`config.mk`:
```
export PLATFORM = sky130hd
export DESIGN_NAME = dsw_top
export DESIGN_NICKNAME = d
export VERILOG_FILES = /design/src/rtl/dsw_pkg.sv /design/src/rtl/dsw_bank_decode.sv /design/src/rtl/dsw_top.sv /design/src/rtl/dsw_wo_reg.sv
export VERILOG_INCLUDE_DIRS = /design/src /design/src/rtl
export SDC_FILE = /design/constraint.sdc
export NUM_CORES = 1
export LEC_CHECK = 0
export BUFFER_PORTS_ARGS = -buffer_cell sky130_fd_sc_hd__clkbuf_2
export CAP_MARGIN = 20
export CORE_MARGIN = 3
export CORE_UTILIZATION = 32
export DETAILED_ROUTE_END_ITERATION = 8
export PLACE_DENSITY_LB_ADDON = 0.3
export SLEW_MARGIN = 30
export SYNTH_ARGS = -nofsm -noshare
export SYNTH_HDL_FRONTEND = slang
export SYNTH_HIERARCHICAL = 1
export SYNTH_SLANG_ARGS = --single-unit
```
`constraint.sdc`:
```
create_clock -name clk_i -period 3.15 [get_ports clk_i]
set_clock_uncertainty 0.2 [all_clocks]
set_input_delay 0.315 -clock clk_i [delete_from_list [all_inputs] [get_ports clk_i]]
set_output_delay 0.315 -clock clk_i [all_outputs]
set_load 0.02 [all_outputs]
```
`src/rtl/dsw_params.svh`:
```
/*
 * constants for the data-space window and bank switch: address map,
 * register offsets, field positions, codes and pipeline timing.
 * assumes an 8-bit data space and a 12-bit program space.
 */
`ifndef DSW_PARAMS_SVH
`define DSW_PARAMS_SVH

// data-space address map
`define DSW_BANK_LO 8'h00
`define DSW_BANK_HI 8'h3f
`define DSW_WIN_LO 8'h40
`define DSW_WIN_HI 8'h7f
`define DSW_LOCAL_LO 8'h80
`define DSW_LOCAL_HI 8'hbf
`define DSW_PERIPH_LO 8'hc0
`define DSW_PERIPH_HI 8'hfe
`define DSW_ACC_ADDR 8'hff

// write-only selection registers
`define DSW_WIN_PAGE_ADDR 8'hc9
`define DSW_BANK_SEL_ADDR 8'he8

// auto-reload timer status/control pair
`define DSW_ART_SC1_ADDR 8'hd6
`define DSW_ART_SC2_ADDR 8'hd7

// field layout
`define DSW_OFFSET_W 6
`define DSW_WIN_PAGE_W 6
`define DSW_PROG_AW 12
`define DSW_RAM2_BIT 4
`define DSW_EE1_BIT 1
`define DSW_EE0_BIT 0

// bank select codes
`define DSW_CODE_NONE 8'h00
`define DSW_CODE_EE0 8'h01
`define DSW_CODE_EE1 8'h02
`define DSW_CODE_RAM2 8'h10

// value returned for unbacked reads
`define DSW_OPEN_BUS 8'hff

// cycles from a taken read to its data
`define DSW_RD_LATENCY 2

`endif

```
`src/rtl/dsw_pkg.sv`:
```
/*
 * types shared by the data-space window and bank switch.
 * assumes dsw_params.svh for numeric constants.
 */
package dsw_pkg;

	// where a data-space access lands
	typedef enum logic [2:0] {
		DSW_SRC_NONE = 3'b000,
		DSW_SRC_WINDOW = 3'b001,
		DSW_SRC_RAM2 = 3'b010,
		DSW_SRC_EE = 3'b011,
		DSW_SRC_EXT = 3'b100,
		DSW_SRC_WO = 3'b101
	} dsw_src_type;

	// page mapped into the bank region
	typedef enum logic [1:0] {
		DSW_PAGE_NONE = 2'b00,
		DSW_PAGE_RAM2 = 2'b01,
		DSW_PAGE_EE0 = 2'b10,
		DSW_PAGE_EE1 = 2'b11
	} dsw_page_type;

endpackage : dsw_pkg

```
`src/rtl/dsw_bank_decode.sv`:
```
/*
 * turns the bank select byte into the page mapped at 00h..3fh.
 * assumes software sets at most one bit; anything else maps nothing.
 */
`timescale 1ns/10ps
module dsw_bank_decode
	import dsw_pkg::*;
#(
	parameter int EE_PAGES = 2
) (
	input wire logic [7:0] bank_i,
	output dsw_page_type page_o
);

`include "dsw_params.svh"

	// only the exact one-hot codes select; a page that is absent is none
	function automatic dsw_page_type dsw_decode(input logic [7:0] code);
		dsw_page_type p;
		p = DSW_PAGE_NONE;
		case (code)
			`DSW_CODE_RAM2: p = DSW_PAGE_RAM2;
			`DSW_CODE_EE0: p = (EE_PAGES > 0) ? DSW_PAGE_EE0 : DSW_PAGE_NONE;
			`DSW_CODE_EE1: p = (EE_PAGES > 1) ? DSW_PAGE_EE1 : DSW_PAGE_NONE;
			default: p = DSW_PAGE_NONE;
		endcase
		return p;
	endfunction : dsw_decode

	assign page_o = dsw_decode(bank_i);

endmodule : dsw_bank_decode

```
`src/rtl/dsw_top.sv`:
```
/*
 * data-space decoder: read-only window onto program memory at 40h..7fh
 * and a bank switch paging extra ram or eeprom into 00h..3fh.
 * assumes the cpu core and all memories run on clk_i; memories answer
 * combinationally in the cycle their strobe is high.
 */
`timescale 1ns/10ps

// Functional notes
// reads at 40h..7fh come from program memory, never from ram.
// program address is window page above six low data-address bits.
// window moves in 64-byte steps across 12-bit program space to 0fffh.
// window page at c9h is write-only; no reads or bit operations.
// only bits 5..0 of the window page are kept and used.
// window page is not cleared by reset; software writes it first.
// bank select at e8h is write-only; no reads or bit operations.
// bank bit 4 (code 10h) maps the second ram page.
// code 01 maps eeprom page 0, 02 page 1 if present, 00 none.
// accesses at 00h..3fh go to the selected page at that offset.
// software sets at most one bank select bit at a time.
// bank select is not cleared at reset; software writes it first.
// selection registers change only on writes, never on calls or irqs.
// software keeps ram images of these registers, written first.
// software keeps the eeprom page fixed during parallel writing.
// auto-reload timer status/control registers decode at d6h and d7h.
// each extra page is 64 bytes, seen at 00h..3fh.
// eeprom pages are not strobed while eeprom standby is set.
// reserved codes map nothing; reading write-only registers reads ffh.
module dsw_top
	import dsw_pkg::*;
#(
	parameter int EE_PAGES = 2
) (
	input wire logic clk_i,
	input wire logic srst_i,
	input wire logic [7:0] cpu_addr_i,
	input wire logic cpu_rd_i,
	input wire logic cpu_wr_i,
	input wire logic cpu_bitop_i,
	input wire logic [7:0] cpu_wdata_i,
	output logic [7:0] cpu_rdata_o,
	output logic cpu_rvalid_o,
	output logic [11:0] prog_addr_o,
	output logic prog_rd_o,
	input wire logic [7:0] prog_rdata_i,
	output logic [7:0] mem_addr_o,
	output logic [7:0] mem_wdata_o,
	output logic mem_wr_o,
	output logic ram2_sel_o,
	output logic ee0_sel_o,
	output logic ee1_sel_o,
	input wire logic [7:0] ram2_rdata_i,
	input wire logic [7:0] ee_rdata_i,
	input wire logic nv_standby_i,
	output logic local_sel_o,
	output logic periph_sel_o,
	output logic [1:0] artimer_sel_o,
	input wire logic [7:0] ext_rdata_i,
	output logic wo_misuse_o
);

`include "dsw_params.svh"

	logic [`DSW_WIN_PAGE_W-1:0] win_page;
	logic [7:0] bank_sel;
	dsw_page_type page;
	logic win_page_wr;
	logic bank_sel_wr;
	logic acc;

	// stage 1 (strobes to memories) and stage 2 (answer to cpu)
	logic [11:0] next_prog_addr;
	logic next_prog_rd;
	logic [7:0] next_mem_addr;
	logic [7:0] next_mem_wdata;
	logic next_mem_wr;
	logic next_ram2_sel;
	logic next_ee0_sel;
	logic next_ee1_sel;
	logic next_local_sel;
	logic next_periph_sel;
	logic [1:0] next_artimer_sel;
	logic next_misuse;
	logic rd_pend;
	logic next_rd_pend;
	dsw_src_type src;
	dsw_src_type next_src;
	logic [7:0] next_rdata;
	logic next_rvalid;

	function automatic logic in_range(input logic [7:0] a,
		input logic [7:0] lo, input logic [7:0] hi);
		return (a >= lo) && (a <= hi);
	endfunction : in_range

	assign acc = cpu_rd_i | cpu_wr_i;

	// bit operations would read the register first, so they never write
	assign win_page_wr = cpu_wr_i && !cpu_bitop_i &&
		(cpu_addr_i == `DSW_WIN_PAGE_ADDR);
	assign bank_sel_wr = cpu_wr_i && !cpu_bitop_i &&
		(cpu_addr_i == `DSW_BANK_SEL_ADDR);

	// window page keeps only bits 5..0; no reset
	dsw_wo_reg #(
		.W(`DSW_WIN_PAGE_W)
	) u_win_page (
		.clk_i(clk_i),
		.wr_i(win_page_wr),
		.wdata_i(cpu_wdata_i[`DSW_WIN_PAGE_W-1:0]),
		.value_o(win_page)
	);

	// bank select holds the whole byte so reserved codes decode to none
	dsw_wo_reg #(
		.W(8)
	) u_bank_sel (
		.clk_i(clk_i),
		.wr_i(bank_sel_wr),
		.wdata_i(cpu_wdata_i),
		.value_o(bank_sel)
	);

	dsw_bank_decode #(
		.EE_PAGES(EE_PAGES)
	) u_bank_decode (
		.bank_i(bank_sel),
		.page_o(page)
	);

	// address decode of the request taken this cycle
	always_comb begin
		next_prog_addr = prog_addr_o;
		next_prog_rd = 1'b0;
		next_mem_addr = cpu_addr_i;
		next_mem_wdata = cpu_wdata_i;
		next_mem_wr = 1'b0;
		next_ram2_sel = 1'b0;
		next_ee0_sel = 1'b0;
		next_ee1_sel = 1'b0;
		next_local_sel = 1'b0;
		next_periph_sel = 1'b0;
		next_artimer_sel = 2'b00;
		next_misuse = 1'b0;
		next_rd_pend = cpu_rd_i;
		next_src = DSW_SRC_NONE;
		if (acc) begin
			next_mem_wr = cpu_wr_i;
			if (in_range(cpu_addr_i, `DSW_BANK_LO, `DSW_BANK_HI)) begin
				// offset within the 64-byte page
				case (page)
					DSW_PAGE_RAM2: begin
						next_ram2_sel = 1'b1;
						next_src = DSW_SRC_RAM2;
					end
					DSW_PAGE_EE0: begin
						next_ee0_sel = !nv_standby_i;
						next_src = nv_standby_i ? DSW_SRC_NONE : DSW_SRC_EE;
					end
					DSW_PAGE_EE1: begin
						next_ee1_sel = !nv_standby_i;
						next_src = nv_standby_i ? DSW_SRC_NONE : DSW_SRC_EE;
					end
					default: begin
						next_src = DSW_SRC_NONE;
					end
				endcase
			end else if (in_range(cpu_addr_i, `DSW_WIN_LO, `DSW_WIN_HI)) begin
				// read-only window: writes land nowhere
				next_mem_wr = 1'b0;
				if (cpu_rd_i) begin
					next_prog_rd = 1'b1;
					next_prog_addr = {win_page,
						cpu_addr_i[`DSW_OFFSET_W-1:0]};
					next_src = DSW_SRC_WINDOW;
				end
			end else if (cpu_addr_i == `DSW_WIN_PAGE_ADDR ||
				cpu_addr_i == `DSW_BANK_SEL_ADDR) begin
				// reads and bit operations here are software faults
				next_mem_wr = 1'b0;
				next_misuse = cpu_rd_i || cpu_bitop_i;
				next_src = DSW_SRC_WO;
			end else if (in_range(cpu_addr_i, `DSW_LOCAL_LO,
				`DSW_LOCAL_HI) || cpu_addr_i == `DSW_ACC_ADDR) begin
				next_local_sel = 1'b1;
				next_src = DSW_SRC_EXT;
			end else begin
				next_periph_sel = 1'b1;
				next_artimer_sel[0] = (cpu_addr_i == `DSW_ART_SC1_ADDR);
				next_artimer_sel[1] = (cpu_addr_i == `DSW_ART_SC2_ADDR);
				next_src = DSW_SRC_EXT;
			end
		end
	end

	// stage 1 registers
	always_ff @(posedge clk_i) begin
		if (srst_i) begin
			prog_addr_o <= 12'h000;
			prog_rd_o <= 1'b0;
			mem_addr_o <= 8'h00;
			mem_wdata_o <= 8'h00;
			mem_wr_o <= 1'b0;
			ram2_sel_o <= 1'b0;
			ee0_sel_o <= 1'b0;
			ee1_sel_o <= 1'b0;
			local_sel_o <= 1'b0;
			periph_sel_o <= 1'b0;
			artimer_sel_o <= 2'b00;
			wo_misuse_o <= 1'b0;
			rd_pend <= 1'b0;
			src <= DSW_SRC_NONE;
		end else begin
			prog_addr_o <= next_prog_addr;
			prog_rd_o <= next_prog_rd;
			mem_addr_o <= next_mem_addr;
			mem_wdata_o <= next_mem_wdata;
			mem_wr_o <= next_mem_wr;
			ram2_sel_o <= next_ram2_sel;
			ee0_sel_o <= next_ee0_sel;
			ee1_sel_o <= next_ee1_sel;
			local_sel_o <= next_local_sel;
			periph_sel_o <= next_periph_sel;
			artimer_sel_o <= next_artimer_sel;
			wo_misuse_o <= next_misuse;
			rd_pend <= next_rd_pend;
			src <= next_src;
		end
	end

	// capture the answering source; unbacked reads see the open bus
	always_comb begin
		next_rvalid = rd_pend;
		next_rdata = cpu_rdata_o;
		if (rd_pend) begin
			case (src)
				DSW_SRC_WINDOW: next_rdata = prog_rdata_i;
				DSW_SRC_RAM2: next_rdata = ram2_rdata_i;
				DSW_SRC_EE: next_rdata = ee_rdata_i;
				DSW_SRC_EXT: next_rdata = ext_rdata_i;
				DSW_SRC_WO: next_rdata = `DSW_OPEN_BUS;
				default: next_rdata = `DSW_OPEN_BUS;
			endcase
		end
	end

	// stage 2 registers
	always_ff @(posedge clk_i) begin
		if (srst_i) begin
			cpu_rdata_o <= 8'h00;
			cpu_rvalid_o <= 1'b0;
		end else begin
			cpu_rdata_o <= next_rdata;
			cpu_rvalid_o <= next_rvalid;
		end
	end

	// window reads reach program memory, never the ram strobes
	chk_win_prog_rd: assert property (@(posedge clk_i)
		disable iff (srst_i)
		cpu_rd_i && in_range(cpu_addr_i, `DSW_WIN_LO, `DSW_WIN_HI)
		|=> prog_rd_o && !local_sel_o && !ram2_sel_o && !mem_wr_o)
		else $error("window read not sent to program memory");

	chk_win_addr: assert property (@(posedge clk_i) disable iff (srst_i)
		cpu_rd_i && in_range(cpu_addr_i, `DSW_WIN_LO, `DSW_WIN_HI)
		|=> prog_addr_o == {$past(win_page), $past(cpu_addr_i[5:0])})
		else $error("window program address wrong");

	chk_win_data: assert property (@(posedge clk_i) disable iff (srst_i)
		prog_rd_o |=> cpu_rvalid_o && cpu_rdata_o == $past(prog_rdata_i))
		else $error("window data not returned");

	chk_win_page_wr: assert property (@(posedge clk_i)
		disable iff (srst_i)
		cpu_wr_i && !cpu_bitop_i && cpu_addr_i == `DSW_WIN_PAGE_ADDR
		|=> win_page == $past(cpu_wdata_i[5:0]))
		else $error("window page write lost");

	// case equality: the unwritten register must also hold its unknown value
	chk_bank_hold: assert property (@(posedge clk_i)
		disable iff (srst_i)
		!bank_sel_wr |=> bank_sel === $past(bank_sel))
		else $error("bank select changed without a write");

	chk_bitop_ignored: assert property (@(posedge clk_i)
		disable iff (srst_i)
		cpu_wr_i && cpu_bitop_i && cpu_addr_i == `DSW_BANK_SEL_ADDR
		|=> wo_misuse_o && bank_sel == $past(bank_sel))
		else $error("bit operation altered bank select");

	chk_bank_ram2: assert property (@(posedge clk_i)
		disable iff (srst_i)
		acc && cpu_addr_i <= `DSW_BANK_HI && bank_sel == `DSW_CODE_RAM2
		|=> ram2_sel_o && !ee0_sel_o && !ee1_sel_o
		&& mem_addr_o[5:0] == $past(cpu_addr_i[5:0]))
		else $error("ram page 2 not selected");

	chk_bank_ee0: assert property (@(posedge clk_i) disable iff (srst_i)
		acc && cpu_addr_i <= `DSW_BANK_HI && bank_sel == `DSW_CODE_EE0
		&& !nv_standby_i |=> ee0_sel_o && !ram2_sel_o)
		else $error("eeprom page 0 not selected");

	chk_ee_standby: assert property (@(posedge clk_i)
		disable iff (srst_i)
		acc && nv_standby_i |=> !ee0_sel_o && !ee1_sel_o)
		else $error("eeprom strobed in standby");

	chk_reserved_none: assert property (@(posedge clk_i)
		disable iff (srst_i)
		acc && cpu_addr_i <= `DSW_BANK_HI && bank_sel != `DSW_CODE_RAM2
		&& bank_sel != `DSW_CODE_EE0 && bank_sel != `DSW_CODE_EE1
		|=> !ram2_sel_o && !ee0_sel_o && !ee1_sel_o)
		else $error("reserved bank code mapped a page");

	chk_wo_read: assert property (@(posedge clk_i) disable iff (srst_i)
		cpu_rd_i && cpu_addr_i == `DSW_WIN_PAGE_ADDR
		|-> ##2 cpu_rvalid_o && cpu_rdata_o == `DSW_OPEN_BUS)
		else $error("write-only read not open bus");

	chk_art_sel: assert property (@(posedge clk_i) disable iff (srst_i)
		acc && (cpu_addr_i == `DSW_ART_SC1_ADDR
		|| cpu_addr_i == `DSW_ART_SC2_ADDR)
		|=> periph_sel_o && artimer_sel_o != 2'b00)
		else $error("timer status register not decoded");

endmodule : dsw_top

```
`src/rtl/dsw_wo_reg.sv`:
```
/*
 * write-only byte register without reset; holds its value until the
 * next whole-byte write. assumes the caller qualifies the write strobe.
 */
`timescale 1ns/10ps
module dsw_wo_reg #(
	parameter int W = 8
) (
	input wire logic clk_i,
	input wire logic wr_i,
	input wire logic [W-1:0] wdata_i,
	output logic [W-1:0] value_o
);

	logic [W-1:0] value;
	logic [W-1:0] next_value;

	// only a write changes it: no save or switch on calls or interrupts
	always_comb begin
		next_value = value;
		if (wr_i) begin
			next_value = wdata_i;
		end
	end

	// deliberately unreset: contents are undefined until software writes
	always_ff @(posedge clk_i) begin
		value <= next_value;
	end

	assign value_o = value;

endmodule : dsw_wo_reg
```
# Word-level counts from Yosys, hierarchy flattened

Index checks and enable logic that the tools add are counted.

Input port bits: 54
Flip-flop bits (word level): 65
Word-level logic and storage cells: 82

Order comparisons: 6
Mux-type cells: 15
Reduce and logical (&&, ||, !) cells: 21
Equality and inequality tests: 15
Bitwise operators: 7

Operators by type and width:

| cell                                                                                 | count |
|---|---|
| 8-bit == test (second input constant)                                                | 5 |
| 8-bit one-hot mux with 4 select lines                                                | 1 |
| 4-bit OR reduction                                                                   | 3 |
| 5-bit OR reduction                                                                   | 2 |
| 1-bit two-way mux                                                                    | 9 |
| 8-bit by 1-bit == test with 1-bit output (second input constant)                     | 1 |
| 8-bit by 2-bit == test with 1-bit output (second input constant)                     | 1 |
| 8-bit by 5-bit == test with 1-bit output (second input constant)                     | 1 |
| 8-bit by 1-bit greater-or-equal comparator with 1-bit output (second input constant) | 1 |
| 8-bit by 7-bit greater-or-equal comparator with 1-bit output (second input constant) | 1 |
| 8-bit greater-or-equal comparator (second input constant)                            | 1 |
| 8-bit by 6-bit <= comparator with 1-bit output (second input constant)               | 1 |
| 8-bit by 7-bit <= comparator with 1-bit output (second input constant)               | 1 |
| 8-bit <= comparator (second input constant)                                          | 1 |
| 3-bit by 2-bit == test with 1-bit output (second input constant)                     | 2 |
| 1-bit logical AND                                                                    | 6 |
| 3-bit two-way mux                                                                    | 2 |
| 1-bit inverter                                                                       | 6 |
| 2-bit one-hot mux with 3 select lines                                                | 1 |
| 6-bit OR reduction                                                                   | 1 |
| 2-bit == test (second input constant)                                                | 2 |
| 2-bit one-hot mux with 2 select lines                                                | 1 |
| 4-bit AND reduction                                                                  | 1 |
| 2-bit OR reduction                                                                   | 2 |
| other kinds (8)                                                                      | 11 |

# Logic depth before layout (Yosys ltp)

Gate-level depths: netlist of the first run.

Word-level depth: 6
Depth in mapped cells: 5

# Hierarchy

Netlist of the first run, hierarchy kept.

Modules (own cells, without submodules):

| module                  | cells each | seq. area each (um2) | times used | area an instance (um2) |
|---|---|---|---|---|
| dsw_top                 | 200        | 1021.0               | 1          | 2004.4 |
| dsw_wo_reg (u_bank_sel) | 8          | 240.2                | 1          | 240.2 |
| dsw_wo_reg (u_win_page) | 6          | 180.2                | 1          | 180.2 |
| dsw_bank_decode         | 6          | 0.0                  | 1          | 57.6 |

# Worst setup path before layout of the first run

No wires, ideal clock.

Path type: input to register
Start: input port cpu_addr_i[1]
End: register u_bank_sel.value[0] (netlist: u_bank_sel/value_o[0]), enable pin
Stages: 3
Path slack: 0.802 ns
Required time: 2.552 ns
Arrival time: 1.750 ns
Path buffers: 0
Cells stage by stage: nor4b_2 > nand2_1 > nor4b_1

Cells in the longest elaborated chain, start to end: 2

Ends and longest elaborated chain:

| what                    | RTL line         | source |
|---|---|---|
| from (decl)             | dsw_top.sv:36    | `input wire logic [7:0] cpu_addr_i,` |
| 8-bit == test (no line) | -                |  |
| 1-bit logical AND       | dsw_top.sv:101   | `assign bank_sel_wr = cpu_wr_i && !cpu_bitop_i &&` |
| named net bank_sel_wr   | dsw_top.sv:68    | `logic bank_sel_wr;` |
| to (signal assigned)    | dsw_wo_reg.sv:28 | `value <= next_value;` |
| to (decl)               | dsw_wo_reg.sv:15 | `logic [W-1:0] value;` |

The timed path passes the listed nets, and every way through them passes these cells.
A chain may end at the register's enable or synchronous reset.

# Final worst setup path of the first run

Start: register src[0]
End: register cpu_rdata_o[7]

Cells in the longest elaborated chain, start to end: 2
Elaborated cells on any way between the ends: 5
Classes of those cells: eq/ne: 4; mux: 1

Ends and longest elaborated chain:

| what                                      | RTL line       | source |
|---|---|---|
| from (decl)                               | dsw_top.sv:86  | `dsw_src_type src;` |
| from (signal assigned)                    | dsw_top.sv:227 | `src <= next_src;` |
| 3-bit == test (tied with other cells)     | dsw_top.sv:236 | `case (src)` |
| 8-bit one-hot mux with 4 select lines (*) | dsw_top.sv:236 |  |
| to (signal assigned)                      | dsw_top.sv:253 | `cpu_rdata_o <= next_rdata;` |
| to (decl)                                 | dsw_top.sv:41  | `output logic [7:0] cpu_rdata_o,` |

Every way passes the cells marked *; elsewhere a longest branch is shown, timed or not.

==> results.sh, run 1 <==
export IMPL_status="finished, final reports clean"
export IMPL_portBuffers=100
export IMPL_power_per_cell_area_nw_per_um2=530
export IMPL_cp_max_fo=22
export IMPL_final_net_count=382
export IMPL_tritoncts="yes"
export IMPL_synth_compound_area_share_pct=10.7
export IMPL_finalHoldViolations=0
export IMPL_slowest_delay_ns=0.85
export IMPL_multi_input_area_sq_um=967
export IMPL_root_buffer="clkbuf_8"
export IMPL_synthMuxAreaShare_pct=7.26
export IMPL_tns_ns=0
export IMPL_cp_top_family="flip-flops"
export IMPL_syn_num_nets=274
export IMPL_criticalPathCategory="flip-flop to flip-flop"
export IMPL_cp_data_arrival_time_ns=1.99
export IMPL_overflow=0
export IMPL_fin_crit_sh_pct=61.8
export IMPL_die_w_um=94.1
export IMPL_synth_fa_ha_area_share_pct=0
export IMPL_die_y_um=94.1
export IMPL_antenna_found_initial=0
export IMPL_relSlewSlack_pct=44.2
export IMPL_worst_setup_path_start_kind="flip-flop"
export IMPL_async_flop_share_pct=0
export IMPL_wirelength_um=6170
export IMPL_clock_latency_ns=0.34
export IMPL_vias_per_cell=4.69
export IMPL_synth_distinct_cells=41
export IMPL_synth_simple_area_share_pct=19.3
export IMPL_leakage_nw=1.46
export IMPL_hp_class="input port to flip-flop"
export IMPL_placed_cell_area_sq_um=3060
export IMPL_rows=31
export IMPL_worst_path_buf_inv=0
export IMPL_max_cap_violations=0
export IMPL_register_area_sq_um=1440
export IMPL_io_pins=101
export IMPL_hold_buffers=8
export IMPL_cts_path_max_buffers=2
export IMPL_gr_usage_all_layers_pct=14.4
export IMPL_initial_core_util_pct=33.7
export IMPL_finalMaxSlewViolations=0
export IMPL_drt_initial_drc_count=71
export IMPL_setup_ws_ns=1.20
export IMPL_path_cells="mux2i_1 > a211o_1 > a311oi_1"
export IMPL_ys_ff_latch=65
export IMPL_yosysSeqAreaShare_pct=58.1
export IMPL_diodes=0
export IMPL_rsz0062_at_grt="false"
export IMPL_utilization_pct=45.2
export IMPL_final_setup_viol_count=0
export IMPL_cp_required_ns=3.19
export IMPL_h_tree_depth=3
export IMPL_globalRouteMet2Util_pct=23.8
export IMPL_fin_crit_ns=1.95
export IMPL_synth_edf_count=14
export IMPL_clk_pin_slew_ns=0.07
export IMPL_grt_pass1_vias=2051
export IMPL_drc=0
export IMPL_layout_commonest_cell="clkbuf_2"
export IMPL_synth_area_per_cell_sq_um=11.3
export IMPL_layout_common_cells="clkbuf_2, dfxtp_1, nor2_1, nor2b_1, mux2i_1"
export IMPL_fill_cells=736
export IMPL_cts_buffers=9
export IMPL_dp_slack_ns=0.837
export IMPL_clock_sinks=65
export IMPL_ant_nets=0
export IMPL_total_power_mw=1.77
export IMPL_wire_per_inst_um=14.3
export IMPL_post_place_cells=408
export IMPL_area_delta_synth_final_pct=34.3
export IMPL_whs_ns=0.0481
export IMPL_grt_busiest_layer="met2"
export IMPL_ys_warn_count=6
export IMPL_core_area_sq_um=7370
export IMPL_vias=2025
export IMPL_gr_usage_met1_pct=17.1
export IMPL_tightest_slew_ns=0.834
export IMPL_design_area_sq_um=3330
export IMPL_first_pass_iters=4
export IMPL_grt_pass1_wl_um=9650
export IMPL_grt_max_degree=42
export IMPL_die_area_sq_um=8850
export IMPL_crit_path_top_delay_cell="dfxtp_1"
export IMPL_cts_repair_resize_count=0
export IMPL_synth_xor_area_share_pct=1.41
export IMPL_synthFlopType="dfxtp_1"
export IMPL_synth_top_family_by_area="simple AND/OR/NAND/NOR gates"
export IMPL_drive_gt1_share_pct=36.6
export IMPL_max_freq_mhz=513
export IMPL_ir_worst_vdd_mv=0.303
export IMPL_hpwl_um=4540
export IMPL_cp_end_kind="flip-flop"
export IMPL_gp_congestion=0.763
export IMPL_synth_area_sq_um=2480
export IMPL_postSynthCellCount=220
export IMPL_instances_no_fill=432
export IMPL_met3_usage_pct=6.01
export IMPL_cts_setup_buffers=0
[metal layers]
metal / part of all wire (%) / wire length, um
met1: 41 / 2520
met2: 49 / 3010
met3: 9.2 / 570
met4: 1.0 / 63
met5: 0 / 0
[synth_stat cells (all sizes together), types with 5 or more instances]
cell type  number  area (sq um)
clkbuf          6          22.5
a311oi          8          70.1
dfxtp          51          1020
edfxtp         14           420
nand3b          5          37.5
nand2b          5          31.3
o21ai           6          30.0
mux2i          18           180
a211o           6          52.6
buf             7          46.3
nor2           26          97.6
nor2b          18           113
a21oi           8          40.0
[layout make-up]
| cell class | count | share of cell area, % |
|---|---|---|
| inverters | 3 | 0.338 |
| flip-flops and latches | 65 | 43.2 |
| clock buffers | 10 | 3.83 |
| clock inverters | 6 | 2.03 |
| multi-input cells | 139 | 29.0 |
| well taps | 99 | 3.71 |
| repair buffers | 110 | 17.9 |
[path summary, 6_finish.rpt]
path,start,end,slack (ns),cells past startpoint
min reg2reg,u_win_page/value_o[0],prog_addr_o[6],0.29,2
max,src[0],cpu_rdata_o[7],1.20,3
min,cpu_addr_i[3],mem_addr_o[3],0.05,2
max reg2reg,src[0],cpu_rdata_o[7],1.20,3
[sequential cells by signal, indices dropped and copies added (netlist names), 2 cells and up]
register / flops
artimer_sel_o: 2
cpu_rdata_o: 8
mem_addr_o: 8
mem_wdata_o: 8
prog_addr_o: 12
src: 3
u_bank_sel/value_o: 8
u_win_page/value_o: 6
[power by group]
| group | internal [mW] | switching, mW | total (mW) |
|---|---|---|---|
| Combinational | 0.0822 | 0.102 | 0.184 |
| Clock | 0.368 | 0.320 | 0.688 |
| Sequential | 0.877 | 0.0188 | 0.896 |
| Total | 1.33 | 0.441 | 1.77 |
[logic make-up after synthesis]
| group | count (synthesis) |
|---|---|
| xor gates and xnor gates | 4 |
| muxes | 18 |
| and+or+nand+nor | 80 |
| DFF | 65 |
| buffers and inverters | 16 |
| AOI/OAI and AO/OA | 37 |
No activity file was read; power rests on OpenSTA's default activity.
==> inputs of run 2 (changes only) <==
==> constraint.sdc (replaced) <==
create_clock -name clk_i -period 1.9 [get_ports clk_i]
set_clock_uncertainty 0.2 [all_clocks]
set_input_delay 0.19 -clock clk_i [delete_from_list [all_inputs] [get_ports clk_i]]
set_output_delay 0.19 -clock clk_i [all_outputs]
set_load 0.02 [all_outputs]
==> run 2 against run 1 <==
Core utilization up 3.7 points. Combinational power up 89%. Non-clock buffer count up 25. Sequential share of layout area down 3.2 points. Power up 65%. Register-to-register slack worse by 1.1 ns. Setup slack worse by 1.1 ns. Cell count up 5.8%. Critical endpoint is now u_bank_sel/value_o[6].
==> results.sh, run 2 (synthesis results as in run 1) <==
export IMPL_status="finished, final reports clean"
export IMPL_p_sw_share_pct=24.2
export IMPL_drt_initial_drc_count=41
export IMPL_largest_reg_flops=12
export IMPL_crit_path_top_delay_cell="dlygate4sd3_1"
export IMPL_utilization_pct=48.9
export IMPL_antenna_found_initial=0
export IMPL_cts_buffers=9
export IMPL_vias=2118
export IMPL_final_net_count=407
export IMPL_p_sw_uw=705
export IMPL_area_delta_synth_final_pct=45.2
export IMPL_criticalPathCategory="input port to flip-flop"
export IMPL_first_pass_iters=4
export IMPL_relSlewSlack_pct=62.4
export IMPL_top_register="prog_addr_o"
export IMPL_die_w_um=94.1
export IMPL_cp_data_arrival_time_ns=1.63
export IMPL_layout_commonest_cell="clkbuf_2"
export IMPL_portBuffers=100
export IMPL_root_buffer="clkbuf_8"
export IMPL_power_per_cell_area_nw_per_um2=809
export IMPL_hp_class="input port to flip-flop"
export IMPL_diodes=0
export IMPL_worst_path_buf_inv=3
export IMPL_critPathMostFrequentCell="buf_4"
export IMPL_grt_pass1_wl_um=10100
export IMPL_tightest_slew_ns=0.563
export IMPL_power_frac_seq_pct=50.9
export IMPL_overflow=0
export IMPL_drc=0
export IMPL_finalMaxSlewViolations=0
export IMPL_ant_nets=0
export IMPL_p_comb_share_pct=11.9
export IMPL_path_cells="dlygate4sd3_1 > buf_4 > nor4b_4 > nand2_2 > nor4b_2 > buf_4"
export IMPL_grt_pass1_vias=2137
export IMPL_post_place_cells=415
export IMPL_finalHoldViolations=0
export IMPL_die_area_sq_um=8850
export IMPL_fin_crit_ns=1.79
export IMPL_die_y_um=94.1
export IMPL_initial_core_util_pct=33.7
export IMPL_hpwl_um=4480
export IMPL_wirelength_um=6130
export IMPL_leakage_nw=1.59
export IMPL_layout_common_cells="clkbuf_2, dfxtp_1, nor2_1, dlygate4sd3_1"
export IMPL_vias_per_cell=4.63
export IMPL_tns_ns=0
export IMPL_grt_max_degree=42
export IMPL_clk_pin_slew_ns=0.07
export IMPL_cp_top_family="buffers and inverters"
export IMPL_clock_latency_ns=0.33
export IMPL_drive_gt1_share_pct=37.2
export IMPL_cp_required_ns=1.74
export IMPL_gp_congestion=0.728
export IMPL_instances_no_fill=457
export IMPL_design_area_sq_um=3600
export IMPL_gr_usage_all_layers_pct=14.7
export IMPL_cp_end_kind="flip-flop"
export IMPL_ir_worst_vdd_mv=0.445
export IMPL_cts_path_max_buffers=2
export IMPL_power_frac_clock_pct=37.2
export IMPL_total_power_mw=2.91
export IMPL_io_pins=101
export IMPL_cp_max_fo=8
export IMPL_rows=31
export IMPL_max_cap_violations=0
export IMPL_tritoncts="yes"
export IMPL_max_freq_mhz=559
export IMPL_wire_per_inst_um=13.4
export IMPL_h_tree_depth=3
export IMPL_clock_sinks=65
export IMPL_slowest_delay_ns=0.54
export IMPL_fin_crit_sh_pct=94.2
export IMPL_placed_cell_area_sq_um=3120
export IMPL_p_int_mw=2.21
export IMPL_core_area_sq_um=7370
export IMPL_final_setup_viol_count=0
export IMPL_worst_setup_path_start_kind="input port"
[run 2: changes by cell type in the layout (fill, tap and decap cells not counted), moves of 2 or more]
| cell | previous run | this run |
|---|---|---|
| buf_4 | 2 | 11 |
| clkinv_1 | 0 | 3 |
| dlygate4sd3_1 | 8 | 25 |
| nor4b_4 | 0 | 2 |
[run 2: what timing repair did]
action                                  4_1_cts  5_1_grt
hold endpoints to repair                     45        0
setup buffers                                 0        1
hold buffers                                 26        0
resized for setup                             0        9
endpoints found under the setup margin        0       21
[run 2: power by group through the flow]
| stage | clock (mW) | sequential, mW | combinational, mW |
|---|---|---|---|
| floorplan | 0 | 1.56 | 0.118 |
| global placement | 0 | 1.51 | 0.300 |
| detailed placement | 0 | 1.51 | 0.301 |
| CTS | 1.12 | 1.48 | 0.343 |
| global route | 1.18 | 1.49 | 0.380 |
| finish | 1.09 | 1.48 | 0.347 |
[run 2: cell type report]
class                      instances  area [sq um]
fill                             715          3770
sequential                        65          1440
multi-input combinational        139          1010
timing repair buffer             135           828
clock buffer                       9           124
tap                               99           124
clock inverter                     7          61.3
inverter                           3          11.3
[run 2: path summary, 6_finish.rpt]
path	endpoint	from	slack, ns	cells after the start
max reg2reg	src[0]	u_bank_sel/value_o[4]	0.15	4
max	u_bank_sel/value_o[6]	cpu_addr_i[3]	0.11	6
min reg2reg	prog_addr_o[7]	u_win_page/value_o[1]	0.29	2
min	cpu_rdata_o[3]	ext_rdata_i[3]	0.03	3
[run 2: worst register-to-register path, cell delays in order (launching register included)]
cell	delay [ns]
edfxtp_1	0.39
or4_1	0.56
nor4_4	0.19
nand4b_1	0.22
o31ai_2	0.10
[run 2: metrics by stage]
step | hold slack [ns] | setup slack, ns
after floorplan | 0.0668 | 0.0375
after global placement | 0.195 | 0.106
after detailed placement | 0.191 | 0.101
after CTS | 0.00705 | 0.0131
after global routing | 0.0255 | -0.0153
final | 0.0304 | 0.111
[run 2: metal layers]
layer / vias up / share of wire (%) / global-route usage, %
met2: 79 / 47 / 24.8
met5: - / 0 / 0
met3: 5 / 8.1 / 5.05
li1: 1062 / - / -
met1: 972 / 44 / 17.6
met4: 0 / 0.49 / 4.69
